$ cat src/design/prot_cfg_pkg.sv
/*
  Holds command codes, field positions, reset values and decoded setting tables for the protection
  configuration register bank.
  Assumes a PMBus-style command decoder outside that presents command codes and data bytes as strobes.
*/
package prot_cfg_pkg;

  // Command codes of the register bank.
  localparam logic [7:0] CMD_SETUP      = 8'hD0;
  localparam logic [7:0] CMD_VIN_MAX    = 8'hD1;
  localparam logic [7:0] CMD_IOUT_MAX   = 8'hD2;
  localparam logic [7:0] CMD_PEAK_PIN   = 8'hD3;
  localparam logic [7:0] CMD_PEAK_TEMP  = 8'hD4;
  localparam logic [7:0] CMD_PEAK_WIPE  = 8'hD5;
  localparam logic [7:0] CMD_AVERAGING  = 8'hDD;
  localparam logic [7:0] CMD_PEAK_VOUT  = 8'hFD;

  // Reset values.
  localparam logic [15:0] SETUP_RST     = 16'h0000;
  localparam logic [7:0]  AVERAGING_RST = 8'h00;
  localparam logic [9:0]  PEAK_RST      = 10'h000;

  // Field positions of the protection setup word.
  localparam int SEVERE_FILT_HI = 15;
  localparam int SEVERE_FILT_LO = 14;
  localparam int IADC_OFF_BIT   = 13;
  localparam int SS_DLY_HI      = 12;
  localparam int SS_DLY_LO      = 11;
  localparam int GOOD_LVL_HI    = 9;
  localparam int GOOD_LVL_LO    = 8;
  localparam int SEVERE_RATIO   = 7;
  localparam int MOD_TMO_HI     = 6;
  localparam int MOD_TMO_LO     = 5;
  localparam int OVP_EN_BIT     = 4;
  localparam int OVP_LVL_HI     = 3;
  localparam int OVP_LVL_LO     = 2;
  localparam int ALERT_AVG_HI   = 1;
  localparam int ALERT_AVG_LO   = 0;

  // Field positions of the averaging setup byte.
  localparam int REPORT_AVG_HI  = 3;
  localparam int REPORT_AVG_LO  = 0;
  localparam int SU_LIMIT_HI    = 5;
  localparam int SU_LIMIT_LO    = 4;

  // Severe deglitch times in microseconds, and their cycle counts at 125 MHz.
  localparam int CLK_MHZ        = 125;
  localparam int SEVERE_US1     = 1;
  localparam int SEVERE_US2     = 2;
  localparam int SEVERE_US3     = 10;
  localparam logic [11:0] SEVERE_CYC1 = 12'(SEVERE_US1 * CLK_MHZ);
  localparam logic [11:0] SEVERE_CYC2 = 12'(SEVERE_US2 * CLK_MHZ);
  localparam logic [11:0] SEVERE_CYC3 = 12'(SEVERE_US3 * CLK_MHZ);

  // Soft-start delays in milliseconds.
  localparam int SS_MS1         = 10;
  localparam int SS_MS2         = 20;

  // Moderate timeouts: microsecond and millisecond figures.
  localparam int MOD_US0        = 100;
  localparam int MOD_MS1        = 250;
  localparam int MOD_MS2        = 100;
  localparam int MOD_US3        = 10;
  localparam int POWER_FAST_MS  = 4;

  // Thresholds in volts and amperes, and severe ratio in percent.
  localparam logic [7:0] GOOD_V0 = 8'h0B;
  localparam logic [7:0] CHECK_V0 = 8'h09;
  localparam logic [7:0] OVP_V0  = 8'h0E;
  localparam logic [7:0] OVP_V_STEP = 8'h02;
  localparam logic [7:0] RATIO_LO = 8'h82;
  localparam logic [7:0] RATIO_HI = 8'hAA;
  localparam logic [7:0] SU_A0 = 8'h08;
  localparam logic [7:0] SU_A1 = 8'h0C;
  localparam logic [7:0] SU_A2 = 8'h04;
  localparam logic [7:0] SU_A3 = 8'h10;

endpackage : prot_cfg_pkg

$ cat src/design/protection_config_registers.sv
/*
  Holds the protection setup word, the averaging setup byte and the peak registers, and decodes their
  fields into settings for the analog and fault logic.
  Assumes a command decoder that gives one-cycle write, send-byte and read strobes with a command code,
  and telemetry samples presented with a one-cycle valid.
*/
// Function
// RULE1: Setup word is sixteen bits, read/write, resetting to all zeros.
// RULE2: Only low four averaging bits set report averaging; upper bits have no effect.
// RULE3: Report averaging code n selects two to the n samples.
// RULE4: Averaging bits 5:4 choose startup limit 8A, 12A, 4A, 16A.
// RULE5: Five ten-bit peak registers keep the largest value seen.
// RULE6: Command D5h or reset clears all peak registers; a sample valid in the D5h cycle is loaded instead of zero.
// RULE7: Bits 15:14 select severe deglitch 0, 1, 2 or 10 microseconds.
// RULE8: Bit 13 set disables current conversion.
// RULE9: Bits 12:11 select soft-start delay 0, 10 or 20 milliseconds.
// RULE10: Bits 9:8 select power-good and self-check threshold pairs.
// RULE11: Bit 7 selects severe level 130 or 170 percent.
// RULE12: Current variant: bits 6:5 select moderate overcurrent timeout.
// RULE13: Power variant: bits 6:5 select overpower fault-detect timeout.
// RULE14: Bit 4 set enables input overvoltage protection.
// RULE15: Bits 3:2 select overvoltage threshold 14, 16 or 18 volts.
// RULE16: Bits 1:0 select warning averaging of 1, 2, 4 or 8 samples.
// RULE17: Peaks read at D1h to D4h and FDh as direct values.
// RULE18: Host avoids unused codes and bit 10.
`timescale 1ns/1ps
module protection_config_registers #(
  parameter bit POWER_VARIANT = 1'b0
) (
  input  wire logic        sys_clk,
  input  wire logic        rstn,
  input  wire logic [7:0]  cmd_code,
  input  wire logic        wr_strobe,
  input  wire logic [15:0] wr_data,
  input  wire logic        send_strobe,
  input  wire logic        rd_strobe,
  output logic      [15:0] rd_data,
  output logic             rd_valid,
  output logic             rd_error,
  input  wire logic        sample_valid,
  input  wire logic [9:0]  vin_sample,
  input  wire logic [9:0]  iout_sample,
  input  wire logic [9:0]  pin_sample,
  input  wire logic [9:0]  temp_sample,
  input  wire logic [9:0]  vout_sample,
  output logic      [11:0] severe_filter_cycles,
  output logic             current_conv_enable,
  output logic      [4:0]  soft_start_delay_ms,
  output logic      [7:0]  good_level_volts,
  output logic      [7:0]  self_check_volts,
  output logic      [7:0]  severe_ratio_pct,
  output logic      [7:0]  moderate_timeout_ms,
  output logic      [6:0]  moderate_timeout_us,
  output logic             input_overvolt_enable,
  output logic      [7:0]  input_overvolt_volts,
  output logic      [3:0]  alert_avg_samples,
  output logic      [15:0] report_avg_samples,
  output logic      [7:0]  startup_current_amps
);

  logic [15:0] setup_r, setup_nxt;
  logic [7:0]  avg_r, avg_nxt;
  logic [9:0]  peak_r [5];
  logic [9:0]  peak_nxt [5];
  logic [9:0]  sample_in [5];
  logic [15:0] rd_data_r, rd_data_nxt;
  logic        rd_valid_r, rd_valid_nxt;
  logic        rd_error_r, rd_error_nxt;

  assign sample_in[0] = vin_sample;
  assign sample_in[1] = iout_sample;
  assign sample_in[2] = pin_sample;
  assign sample_in[3] = temp_sample;
  assign sample_in[4] = vout_sample;

  ////////////////////////////////////////////////////////////////////////////////////////////////////
  // Configuration writes; the averaging byte keeps all eight bits so the host reads back what it wrote.
  always_comb begin
    setup_nxt = setup_r;
    avg_nxt   = avg_r;
    if (wr_strobe && cmd_code == prot_cfg_pkg::CMD_SETUP) begin
      setup_nxt = wr_data; // RULE1
    end
    if (wr_strobe && cmd_code == prot_cfg_pkg::CMD_AVERAGING) begin
      avg_nxt = wr_data[7:0];
    end
  end

  // Registers the configuration.
  always_ff @(posedge sys_clk) begin
    if (!rstn) begin
      setup_r <= prot_cfg_pkg::SETUP_RST; // RULE1
      avg_r   <= prot_cfg_pkg::AVERAGING_RST;
    end else begin
      setup_r <= setup_nxt;
      avg_r   <= avg_nxt;
    end
  end

  ////////////////////////////////////////////////////////////////////////////////////////////////////
  // Each peak tracks its maximum; a sample in the wipe cycle starts the new peak, so it is never lost.
  genvar g;
  generate
    for (g = 0; g < 5; g++) begin : g_peak
      always_comb begin
        peak_nxt[g] = peak_r[g];
        if (send_strobe && cmd_code == prot_cfg_pkg::CMD_PEAK_WIPE) begin
          peak_nxt[g] = sample_valid ? sample_in[g] : prot_cfg_pkg::PEAK_RST; // RULE6
        end else if (sample_valid && sample_in[g] > peak_r[g]) begin
          peak_nxt[g] = sample_in[g]; // RULE5
        end
      end

      always_ff @(posedge sys_clk) begin
        if (!rstn) begin
          peak_r[g] <= prot_cfg_pkg::PEAK_RST; // RULE6
        end else begin
          peak_r[g] <= peak_nxt[g];
        end
      end
    end
  endgenerate

  ////////////////////////////////////////////////////////////////////////////////////////////////////
  // Read decode; unmapped codes answer zero with the error flag.
  always_comb begin
    rd_data_nxt  = rd_data_r;
    rd_valid_nxt = 1'b0;
    rd_error_nxt = 1'b0;
    if (rd_strobe) begin
      rd_valid_nxt = 1'b1;
      case (cmd_code)
        prot_cfg_pkg::CMD_SETUP:     rd_data_nxt = setup_r;
        prot_cfg_pkg::CMD_AVERAGING: rd_data_nxt = {8'h00, avg_r};
        prot_cfg_pkg::CMD_VIN_MAX:   rd_data_nxt = {6'h00, peak_r[0]}; // RULE17
        prot_cfg_pkg::CMD_IOUT_MAX:  rd_data_nxt = {6'h00, peak_r[1]}; // RULE17
        prot_cfg_pkg::CMD_PEAK_PIN:  rd_data_nxt = {6'h00, peak_r[2]}; // RULE17
        prot_cfg_pkg::CMD_PEAK_TEMP: rd_data_nxt = {6'h00, peak_r[3]}; // RULE17
        prot_cfg_pkg::CMD_PEAK_VOUT: rd_data_nxt = {6'h00, peak_r[4]}; // RULE17
        default: begin
          rd_data_nxt  = 16'h0000;
          rd_error_nxt = 1'b1;
        end
      endcase
    end
  end

  // Registers the read answer.
  always_ff @(posedge sys_clk) begin
    if (!rstn) begin
      rd_data_r  <= 16'h0000;
      rd_valid_r <= 1'b0;
      rd_error_r <= 1'b0;
    end else begin
      rd_data_r  <= rd_data_nxt;
      rd_valid_r <= rd_valid_nxt;
      rd_error_r <= rd_error_nxt;
    end
  end

  assign rd_data  = rd_data_r;
  assign rd_valid = rd_valid_r;
  assign rd_error = rd_error_r;

  ////////////////////////////////////////////////////////////////////////////////////////////////////
  // Field decode of the setup word and averaging byte into settings; all come straight from registers through tables or direct decodes.
  logic [1:0] sev_f, ss_f, good_level_sel, mod_f, input_overvolt_level_sel, alert_f, startup_current_limit_sel;
  logic [3:0] report_f;

  assign sev_f          = setup_r[prot_cfg_pkg::SEVERE_FILT_HI:prot_cfg_pkg::SEVERE_FILT_LO];
  assign ss_f           = setup_r[prot_cfg_pkg::SS_DLY_HI:prot_cfg_pkg::SS_DLY_LO];
  assign good_level_sel = setup_r[prot_cfg_pkg::GOOD_LVL_HI:prot_cfg_pkg::GOOD_LVL_LO];
  assign mod_f          = setup_r[prot_cfg_pkg::MOD_TMO_HI:prot_cfg_pkg::MOD_TMO_LO];
  assign input_overvolt_level_sel = setup_r[prot_cfg_pkg::OVP_LVL_HI:prot_cfg_pkg::OVP_LVL_LO];
  assign alert_f        = setup_r[prot_cfg_pkg::ALERT_AVG_HI:prot_cfg_pkg::ALERT_AVG_LO];
  assign report_f       = avg_r[prot_cfg_pkg::REPORT_AVG_HI:prot_cfg_pkg::REPORT_AVG_LO]; // RULE2
  assign startup_current_limit_sel = avg_r[prot_cfg_pkg::SU_LIMIT_HI:prot_cfg_pkg::SU_LIMIT_LO];

  // Table lookups for the timing and threshold settings.
  always_comb begin
    case (sev_f) // RULE7
      2'h1:    severe_filter_cycles = prot_cfg_pkg::SEVERE_CYC1;
      2'h2:    severe_filter_cycles = prot_cfg_pkg::SEVERE_CYC2;
      2'h3:    severe_filter_cycles = prot_cfg_pkg::SEVERE_CYC3;
      default: severe_filter_cycles = 12'h000;
    endcase
    case (ss_f) // RULE9
      2'h1:    soft_start_delay_ms = 5'(prot_cfg_pkg::SS_MS1);
      2'h2:    soft_start_delay_ms = 5'(prot_cfg_pkg::SS_MS2);
      default: soft_start_delay_ms = 5'h00; // Unused code 3 behaves as no delay.
    endcase
    moderate_timeout_ms = 8'h00;
    moderate_timeout_us = 7'h00;
    case (mod_f) // RULE12 RULE13
      2'h1:    moderate_timeout_ms = 8'(prot_cfg_pkg::MOD_MS1);
      2'h2:    moderate_timeout_ms = 8'(prot_cfg_pkg::MOD_MS2);
      2'h3: begin
        if (POWER_VARIANT) moderate_timeout_ms = 8'(prot_cfg_pkg::POWER_FAST_MS);
        else moderate_timeout_us = 7'(prot_cfg_pkg::MOD_US3);
      end
      default: begin
        if (POWER_VARIANT) moderate_timeout_ms = 8'(prot_cfg_pkg::POWER_FAST_MS);
        else moderate_timeout_us = 7'(prot_cfg_pkg::MOD_US0);
      end
    endcase
    case (startup_current_limit_sel) // RULE4
      2'h1:    startup_current_amps = prot_cfg_pkg::SU_A1;
      2'h2:    startup_current_amps = prot_cfg_pkg::SU_A2;
      2'h3:    startup_current_amps = prot_cfg_pkg::SU_A3;
      default: startup_current_amps = prot_cfg_pkg::SU_A0;
    endcase
  end

  // Direct bit and arithmetic decodes.
  assign current_conv_enable   = ~setup_r[prot_cfg_pkg::IADC_OFF_BIT]; // RULE8
  assign good_level_volts      = prot_cfg_pkg::GOOD_V0 - {6'h00, good_level_sel}; // RULE10
  assign self_check_volts      = prot_cfg_pkg::CHECK_V0 - {6'h00, good_level_sel}; // RULE10
  assign severe_ratio_pct      = setup_r[prot_cfg_pkg::SEVERE_RATIO] ? prot_cfg_pkg::RATIO_HI
                                                                     : prot_cfg_pkg::RATIO_LO; // RULE11
  assign input_overvolt_enable = setup_r[prot_cfg_pkg::OVP_EN_BIT]; // RULE14
  assign input_overvolt_volts  = prot_cfg_pkg::OVP_V0
                               + 8'(prot_cfg_pkg::OVP_V_STEP * {6'h00, input_overvolt_level_sel}); // RULE15
  assign alert_avg_samples     = 4'h1 << alert_f; // RULE16
  assign report_avg_samples    = 16'h0001 << report_f; // RULE3

  ////////////////////////////////////////////////////////////////////////////////////////////////////
  // Checks on the registers and their decodes.
  // Reset and holding of the setup word; writing and decodes of the averaging byte.
  setup_reset_a: assert property (@(posedge sys_clk) !rstn |=> setup_r == 16'h0000) // RULE1
    else $error("setup word not zero after reset");

  setup_hold_a: assert property (@(posedge sys_clk) disable iff (!rstn) // RULE1
    !(wr_strobe && cmd_code == 8'hD0) |=> setup_r == $past(setup_r))
    else $error("setup word changed without write");

  avg_write_a: assert property (@(posedge sys_clk) disable iff (!rstn) // RULE2
    wr_strobe && cmd_code == 8'hDD |=> avg_r == $past(wr_data[7:0]))
    else $error("averaging byte write wrong");

  avg_upper_a: assert property (@(posedge sys_clk) disable iff (!rstn) // RULE2
    report_avg_samples == (16'h0001 << avg_r[3:0]))
    else $error("upper averaging bits affect report count");

  report_count_a: assert property (@(posedge sys_clk) disable iff (!rstn) // RULE3
    avg_r[3:0] == 4'hF |-> report_avg_samples == 16'h8000)
    else $error("report averaging count wrong");

  report_one_a: assert property (@(posedge sys_clk) disable iff (!rstn) // RULE3
    avg_r[3:0] == 4'h0 |-> report_avg_samples == 16'h0001)
    else $error("report averaging default wrong");

  startup_lim_a: assert property (@(posedge sys_clk) disable iff (!rstn) // RULE4
    avg_r[5:4] == 2'h2 |-> startup_current_amps == 8'h04)
    else $error("startup limit decode wrong");

  startup_dflt_a: assert property (@(posedge sys_clk) disable iff (!rstn) // RULE4
    avg_r[5:4] == 2'h0 |-> startup_current_amps == 8'h08)
    else $error("startup limit default wrong");

  // Peak capture, wipe and read-back.
  peak_hold_a: assert property (@(posedge sys_clk) disable iff (!rstn) // RULE5
    sample_valid && !send_strobe && vin_sample > peak_r[0] |=> peak_r[0] == $past(vin_sample))
    else $error("peak did not capture larger sample");

  peak_rise_a: assert property (@(posedge sys_clk) disable iff (!rstn) // RULE5
    !(send_strobe && cmd_code == 8'hD5) |=> peak_r[3] >= $past(peak_r[3]))
    else $error("peak fell without wipe");

  peak_wipe_a: assert property (@(posedge sys_clk) disable iff (!rstn) // RULE6
    send_strobe && cmd_code == 8'hD5 && !sample_valid |=> peak_r[1] == 10'h000 && peak_r[3] == 10'h000)
    else $error("peak wipe failed");

  wipe_sample_a: assert property (@(posedge sys_clk) disable iff (!rstn) // RULE6
    send_strobe && cmd_code == 8'hD5 && sample_valid |=> peak_r[2] == $past(pin_sample))
    else $error("sample lost in wipe cycle");

  peak_read_a: assert property (@(posedge sys_clk) disable iff (!rstn) // RULE17
    rd_strobe && cmd_code == 8'hFD |=> rd_valid && rd_data == {6'h00, $past(peak_r[4])})
    else $error("peak read wrong");

  read_vin_a: assert property (@(posedge sys_clk) disable iff (!rstn) // RULE17
    rd_strobe && cmd_code == 8'hD1 |=> rd_valid && !rd_error && rd_data == {6'h00, $past(peak_r[0])})
    else $error("input voltage peak read wrong");

  read_err_a: assert property (@(posedge sys_clk) disable iff (!rstn) // RULE17
    rd_strobe && cmd_code == 8'hD6 |=> rd_valid && rd_error && rd_data == 16'h0000)
    else $error("unmapped read not refused");

  // Field decodes of the setup word.
  severe_filt_a: assert property (@(posedge sys_clk) disable iff (!rstn) // RULE7
    sev_f == 2'h3 |-> severe_filter_cycles == 12'h4E2)
    else $error("severe deglitch count wrong");

  severe_one_a: assert property (@(posedge sys_clk) disable iff (!rstn) // RULE7
    sev_f == 2'h1 |-> severe_filter_cycles == 12'h07D)
    else $error("short deglitch count wrong");

  setup_write_a: assert property (@(posedge sys_clk) disable iff (!rstn) // RULE8
    wr_strobe && cmd_code == 8'hD0 |=> current_conv_enable == !$past(wr_data[13]))
    else $error("current conversion enable wrong");

  conv_off_a: assert property (@(posedge sys_clk) disable iff (!rstn) // RULE8
    setup_r[13] |-> !current_conv_enable)
    else $error("conversion not disabled");

  soft_start_a: assert property (@(posedge sys_clk) disable iff (!rstn) // RULE9
    ss_f == 2'h2 |-> soft_start_delay_ms == 5'h14)
    else $error("soft-start delay wrong");

  soft_ten_a: assert property (@(posedge sys_clk) disable iff (!rstn) // RULE9
    ss_f == 2'h1 |-> soft_start_delay_ms == 5'h0A)
    else $error("short soft-start delay wrong");

  good_pair_a: assert property (@(posedge sys_clk) disable iff (!rstn) // RULE10
    good_level_volts - self_check_volts == 8'h02)
    else $error("threshold pair wrong");

  good_top_a: assert property (@(posedge sys_clk) disable iff (!rstn) // RULE10
    good_level_sel == 2'h3 |-> good_level_volts == 8'h08 && self_check_volts == 8'h06)
    else $error("lowest threshold pair wrong");

  severe_ratio_a: assert property (@(posedge sys_clk) disable iff (!rstn) // RULE11
    severe_ratio_pct == (setup_r[7] ? 8'hAA : 8'h82))
    else $error("severe ratio wrong");

  moderate_dflt_a: assert property (@(posedge sys_clk) disable iff (!rstn) // RULE12 RULE13
    mod_f == 2'h0 |-> (POWER_VARIANT ? moderate_timeout_ms == 8'h04 : moderate_timeout_us == 7'h64))
    else $error("default timeout wrong");

  ovp_write_a: assert property (@(posedge sys_clk) disable iff (!rstn) // RULE14
    wr_strobe && cmd_code == 8'hD0 |=> input_overvolt_enable == $past(wr_data[4]))
    else $error("overvoltage enable wrong");

  ovp_level_a: assert property (@(posedge sys_clk) disable iff (!rstn) // RULE15
    input_overvolt_level_sel == 2'h2 |-> input_overvolt_volts == 8'h12)
    else $error("overvoltage threshold wrong");

  ovp_dflt_a: assert property (@(posedge sys_clk) disable iff (!rstn) // RULE15
    input_overvolt_level_sel == 2'h0 |-> input_overvolt_volts == 8'h0E)
    else $error("default overvoltage threshold wrong");

  alert_top_a: assert property (@(posedge sys_clk) disable iff (!rstn) // RULE16
    alert_f == 2'h3 |-> alert_avg_samples == 4'h8)
    else $error("warning averaging wrong");

endmodule : protection_config_registers

$ cat config.mk
export PLATFORM = sky130hd
export DESIGN_NAME = protection_config_registers
export DESIGN_NICKNAME = d
export VERILOG_FILES = /design/src/design/prot_cfg_pkg.sv /design/src/design/protection_config_registers.sv
export SDC_FILE = /design/constraint.sdc
export NUM_CORES = 1
export LEC_CHECK = 0
export ABC_AREA = 1
export BUFFER_PORTS_ARGS = -buffer_cell sky130_fd_sc_hd__buf_2
export CELL_PAD_IN_SITES_DETAIL_PLACEMENT = 0
export CELL_PAD_IN_SITES_GLOBAL_PLACEMENT = 1
export CORE_MARGIN = 2
export CORE_UTILIZATION = 40
export DETAILED_ROUTE_END_ITERATION = 10
export GPL_TIMING_DRIVEN = 1
export PLACE_DENSITY_LB_ADDON = 0.25
export SLEW_MARGIN = 20
export SYNTH_ARGS = -nofsm -noshare
export SYNTH_HDL_FRONTEND = slang
export SYNTH_SLANG_ARGS = --single-unit
$ cat constraint.sdc
create_clock -name sys_clk -period 3.14 [get_ports sys_clk]
set_clock_uncertainty 0.2 [all_clocks]
set_input_delay 0.471 -clock sys_clk [delete_from_list [all_inputs] [get_ports sys_clk]]
set_output_delay 0.471 -clock sys_clk [all_outputs]
set_load 0.005 [all_outputs]
# Yosys cells after proc, flatten, opt, wreduce, memory -nomap -nowiden
# Memories as Yosys holds them, arrays and structs flattened.
# Cells that the tools add are included.
[classes]
n_lt_le_gt_ge = 5
addsub = 3
n_reduce_logical = 11
eq_ne = 19
muxes = 31
shifts = 2
bitwise_logic = 6
[op_table]
columns = ["operator", "n"]
rows = [
  ["$mux W10", 20],
  ["$pmux W16 S7", 1],
  ["$eq A8 B8 Y1 const B", 8],
  ["$gt A10 B10 Y1", 5],
  ["$pmux W11 S3", 1],
  ["$pmux W8 S2", 1],
  ["$shl A1 B4 Y16 const A", 1],
  ["$pmux W5 S3", 1],
  ["$eq A2 B2 Y1 const B", 7],
  ["$pmux W7 S2", 1],
  ["$pmux W5 S2", 1],
  ["$sub A4 B2 Y5 const A", 2],
  ["$eq A2 B1 Y1 const B", 4],
  ["$logic_and A1 B1 Y1", 8],
  ["$reduce_or A7 Y1", 1],
  ["$mux W6", 1],
  ["$add A4 B3 Y5 const A", 1],
  ["$or A1 B1 Y1", 5],
  ["$mux W1", 4],
  ["$shl A1 B2 Y4 const A", 1],
  ["$reduce_and A2 Y1", 1],
  ["$reduce_or A2 Y1", 1],
  ["$not A1 Y1", 1],
]
[totals]
wordCells = 83
n_memories = 1
ramBits = 50
out_inout_bits = 112
in_bits = 80
register_bits = 42
[mem_list]
columns = ["memory", "depth", "word_bits", "read_ports", "rd_ports_with_merged_regs", "wr", "line", "source"]
rows = [
  ["peak_r", 5, 10, 5, 0, 5, "protection_config_registers.sv:63", "logic [9:0] peak_r [5];"],
]

# Longest topological paths before layout
# An unclocked memory read counts as a cell.
[logic_depth]
ltp_word = 6
depth_mapped = 13
mapped_depth_nobuf = 12

# Least setup slack after synthesis
# Ideal clock, no wire load.
[synth_timing]
path_type = "input -> register"
startpoint = "input port vin_sample[9]"
endpoint = "memory peak_r[0][1]"
n_path_buf = 1
t_arrival_ps = 1649
setup_time_ps = 64
setup_slack_ps = 1227
stages = 10
t_required_ps = 2876
cell_sequence = "ha_1 nand2_1 nor2_1 nand3b_1 nand2_1 inv_1 nand2_1 clkbuf_1 a21boi_0 nor2_1"
[synth_lines]
columns = ["element", "line", "source"]
rows = [
  ["from (decl)", "protection_config_registers.sv:41", "input wire logic [9:0] vin_sample,"],
  ["to (decl)", "protection_config_registers.sv:63", ""],
]

==> summary.txt <==
Clock tree
  • CTS tree: yes
  • Setup Buffers After CTS: 0
  • Clock Latency Late Sink: ~0.35 ns
  • CTS Buf Count: 9
  • Hold buffers post-CTS: 0
  • Clock slew at reported path FFs: 0.07 ns
  • H-tree depth: 3
  • CTS sink count: a little over 90
  • Clk root buf: clkbuf_16
  • # resized after CTS: 0
  • Max clock buf depth: 2

GRT
  • Met2 Use GR: 33.2%
  • Met1 usage: 27.5%
  • Vias in the first global route: roughly 5,800
  • Grt met3 use: between 3 and 4%
  • All-layer global routing usage: between 20% and 30%
  • Total grt overflow: 0
  • Largest net degree at the start of global routing: 73
  • GR peak layer: met2
  • First-pass GRT wire length: between 20,000 and 30,000 um
  • Initial antenna violation count: 0

Setup path
  • Worst Path Required: around 3.2 ns
  • Max Fanout on Critical Path: 20
  • WS Path Type: flip-flop to flip-flop
  • CP arrival: 2.31 ns
  • CP endpoint kind: flip-flop
  • Cells on worst reg2reg path: 11
  • Startpoint class of the critical path: flip-flop
  • R2R setup slack: about 0.87 ns

Die
  • Core area: ~0.017 mm2
  • Initial Utilization: about two fifths
  • Die ar.: around 0.018 mm2
  • Row cnt: 47
  • Die Span X: between 100 and 150 um
  • Io pins: 192
  • Height of the die: ~130 um

Yosys
  • Cells after Synth: ~1,000
  • YS warnings: 0
  • Syn avg cell area: roughly 6.5 um2
  • Post-synthesis sequential area ratio: between 20% and 30%
  • #FFs+latches synth: between 90 and 100
  • Cell Area, Synth: around 0.007 mm2
  • Top_reg_cell synth: dfxtp_1
  • Fraction of registers with async set/reset: 0%
  • Synth cell types: 29
  • Number of synthesized flops with an enable pin: 0

Hold path
  • Hold WC Path Type: input port to flip-flop
  • Hold Crit Depth: 3

Place
  • HPWL reported at the end of detailed placement: ~14,000 um
  • Final Wtd Congestion: approximately 0.81
  • I/O Buffers: roughly 160

Route
  • Drc violations: 0
  • WL per Instance: roughly 13 um
  • Detail Route Antenna Nets: 0
  • Via count: between 6,000 and 7,000
  • Drt total wl: between 15,000 and 20,000 um
  • Iteration-0 DRC count of the detailed router: between 300 and 400
  • Via density: ~4.7
  • First drt pass iteration count: 6

Timing
  • Least-Margin Pin Slew: approximately 0.75 ns
  • Final hold vios: 0
  • Final worst path period need: roughly 2.3 ns
  • Slew Limit Fails: 0
  • Final setup viols: 0
  • F_max: between 400 and 500 MHz
  • Unrepaired setup endpoints after global routing: false
  • Setup tns final: 0 ns
  • Slew headroom: between 40% and 50%
  • Final Cycle Share: 72.2%

Layout
  • Ant. Diodes: 0
  • Register area: ~0.0018 mm2
  • Area delta synth->final: 12.9%
  • FILL cells: ~1,800
  • Layout cells sized above 1: 16.9%
  • Most common cell after layout, fill and taps aside: nand2_1
  • Final nets: approximately 1,300
  • Post-layout util: a little under half
  • Commonest non-fill, non-tap cells in the layout: 253 x nand2_1, 159 x buf_2, 128 x inv_1
  • Area of the multi-input gates: just under 0.004 mm2

Power
  • Peak supply drop: roughly 0.31 mV
  • Leak: between 4 and 5 nW
  • Power per cell area: 398 mW/mm2

Run status
  • Outcome: completed

Flow run
  • Max-capacitance violation count: 0
==> critical path, cell delays in order, from the launching register on <==
cell and delay, ns:
dfxtp_1 0.38, inv_1 0.07, ha_1 0.29, nand2_1 0.08, nor2_1 0.18, nand3b_1 0.10, nand2_1 0.06, inv_1 0.04
nand2_1 0.47, nand3_1 0.15, nand2_1 0.10, nor2_1 0.04
==> synthesized netlist by cell type (all sizes together), types with 5 or more instances <==
master / n / area [um2]
nand3: 128 / 653
nand2: 256 / 973
a21boi: 50 / 375
buf: 85 / 604
dfxtp: 92 / 1840
nand3b: 5 / 37.5
nor2: 124 / 498
ha: 62 / 776
a21oi: 49 / 245
a21o: 5 / 37.5
clkbuf: 20 / 75.1
inv: 130 / 488
o21ai: 33 / 165
==> registers in the layout, indices dropped and copies added (netlist names) <==
name	count
rd_valid	1
setup_r	16
avg_r	8
peak_r	50
rd_error	1
rd_data	16
==> cell type report <==
| class | instances | share of cell area, % |
|---|---|---|
| multi-input combinational | 750 | 50.9 |
| sequential | 92 | 23.9 |
| timing repair buffer | 167 | 11.4 |
| inverter | 132 | 6.43 |
| tap | 220 | 3.57 |
| clock buffer | 9 | 2.92 |
| clock inverter | 7 | 0.845 |
==> stage by stage <==
step	setup slack (ns)	instance area, um2	hold WS (ns)	power (W)	instances
6_report	0.872	7700	0.154	0.00307	1377
3_5_place_dp	0.693	7410	0.257	0.00202	1361
2_1_floorplan	1.23	6940	0.236	0.00185	1079
4_1_cts	0.890	7700	0.145	0.00310	1377
5_1_grt	0.630	7700	0.168	0.00328	1377
3_3_place_gp	0.723	7410	0.252	0.00201	1361
==> cell families (layout without fill, tap and decap cells) <==
family / count (synthesis) / after routing / synth area share (%)
compound gates: 137 / 137 / 12.1
fa+ha+maj: 62 / 62 / 11.4
buf+inv: 237 / 315 / 17.2
flops: 92 / 92 / 27.0
other cells: 2 / 32 / 0.110
simple gates: 519 / 519 / 32.2
==> power breakdown <==
part	internal (W)	switching (W)	total, W
combinational	0.000265	0.000402	0.000667
clock	0.000559	0.000523	0.00108
sequential	0.00125	0.0000629	0.00132
==> routing by layer <==
layer	wire, um	vias to the layer above
met3	935	12
met5	0	-
met4	189	0
met2	8140	179
met1	8910	2803
li1	-	3444
==> final timing paths <==
path | startpoint | endpoint
worst max-delay path | peak_r[0][9] | peak_r[0][1]
worst min-delay path | wr_data[10] | setup_r[10]
worst max register to register | peak_r[0][9] | peak_r[0][1]
worst min register to register | setup_r[10] | rd_data[10]
No activity file was read; power rests on OpenSTA's default activity.
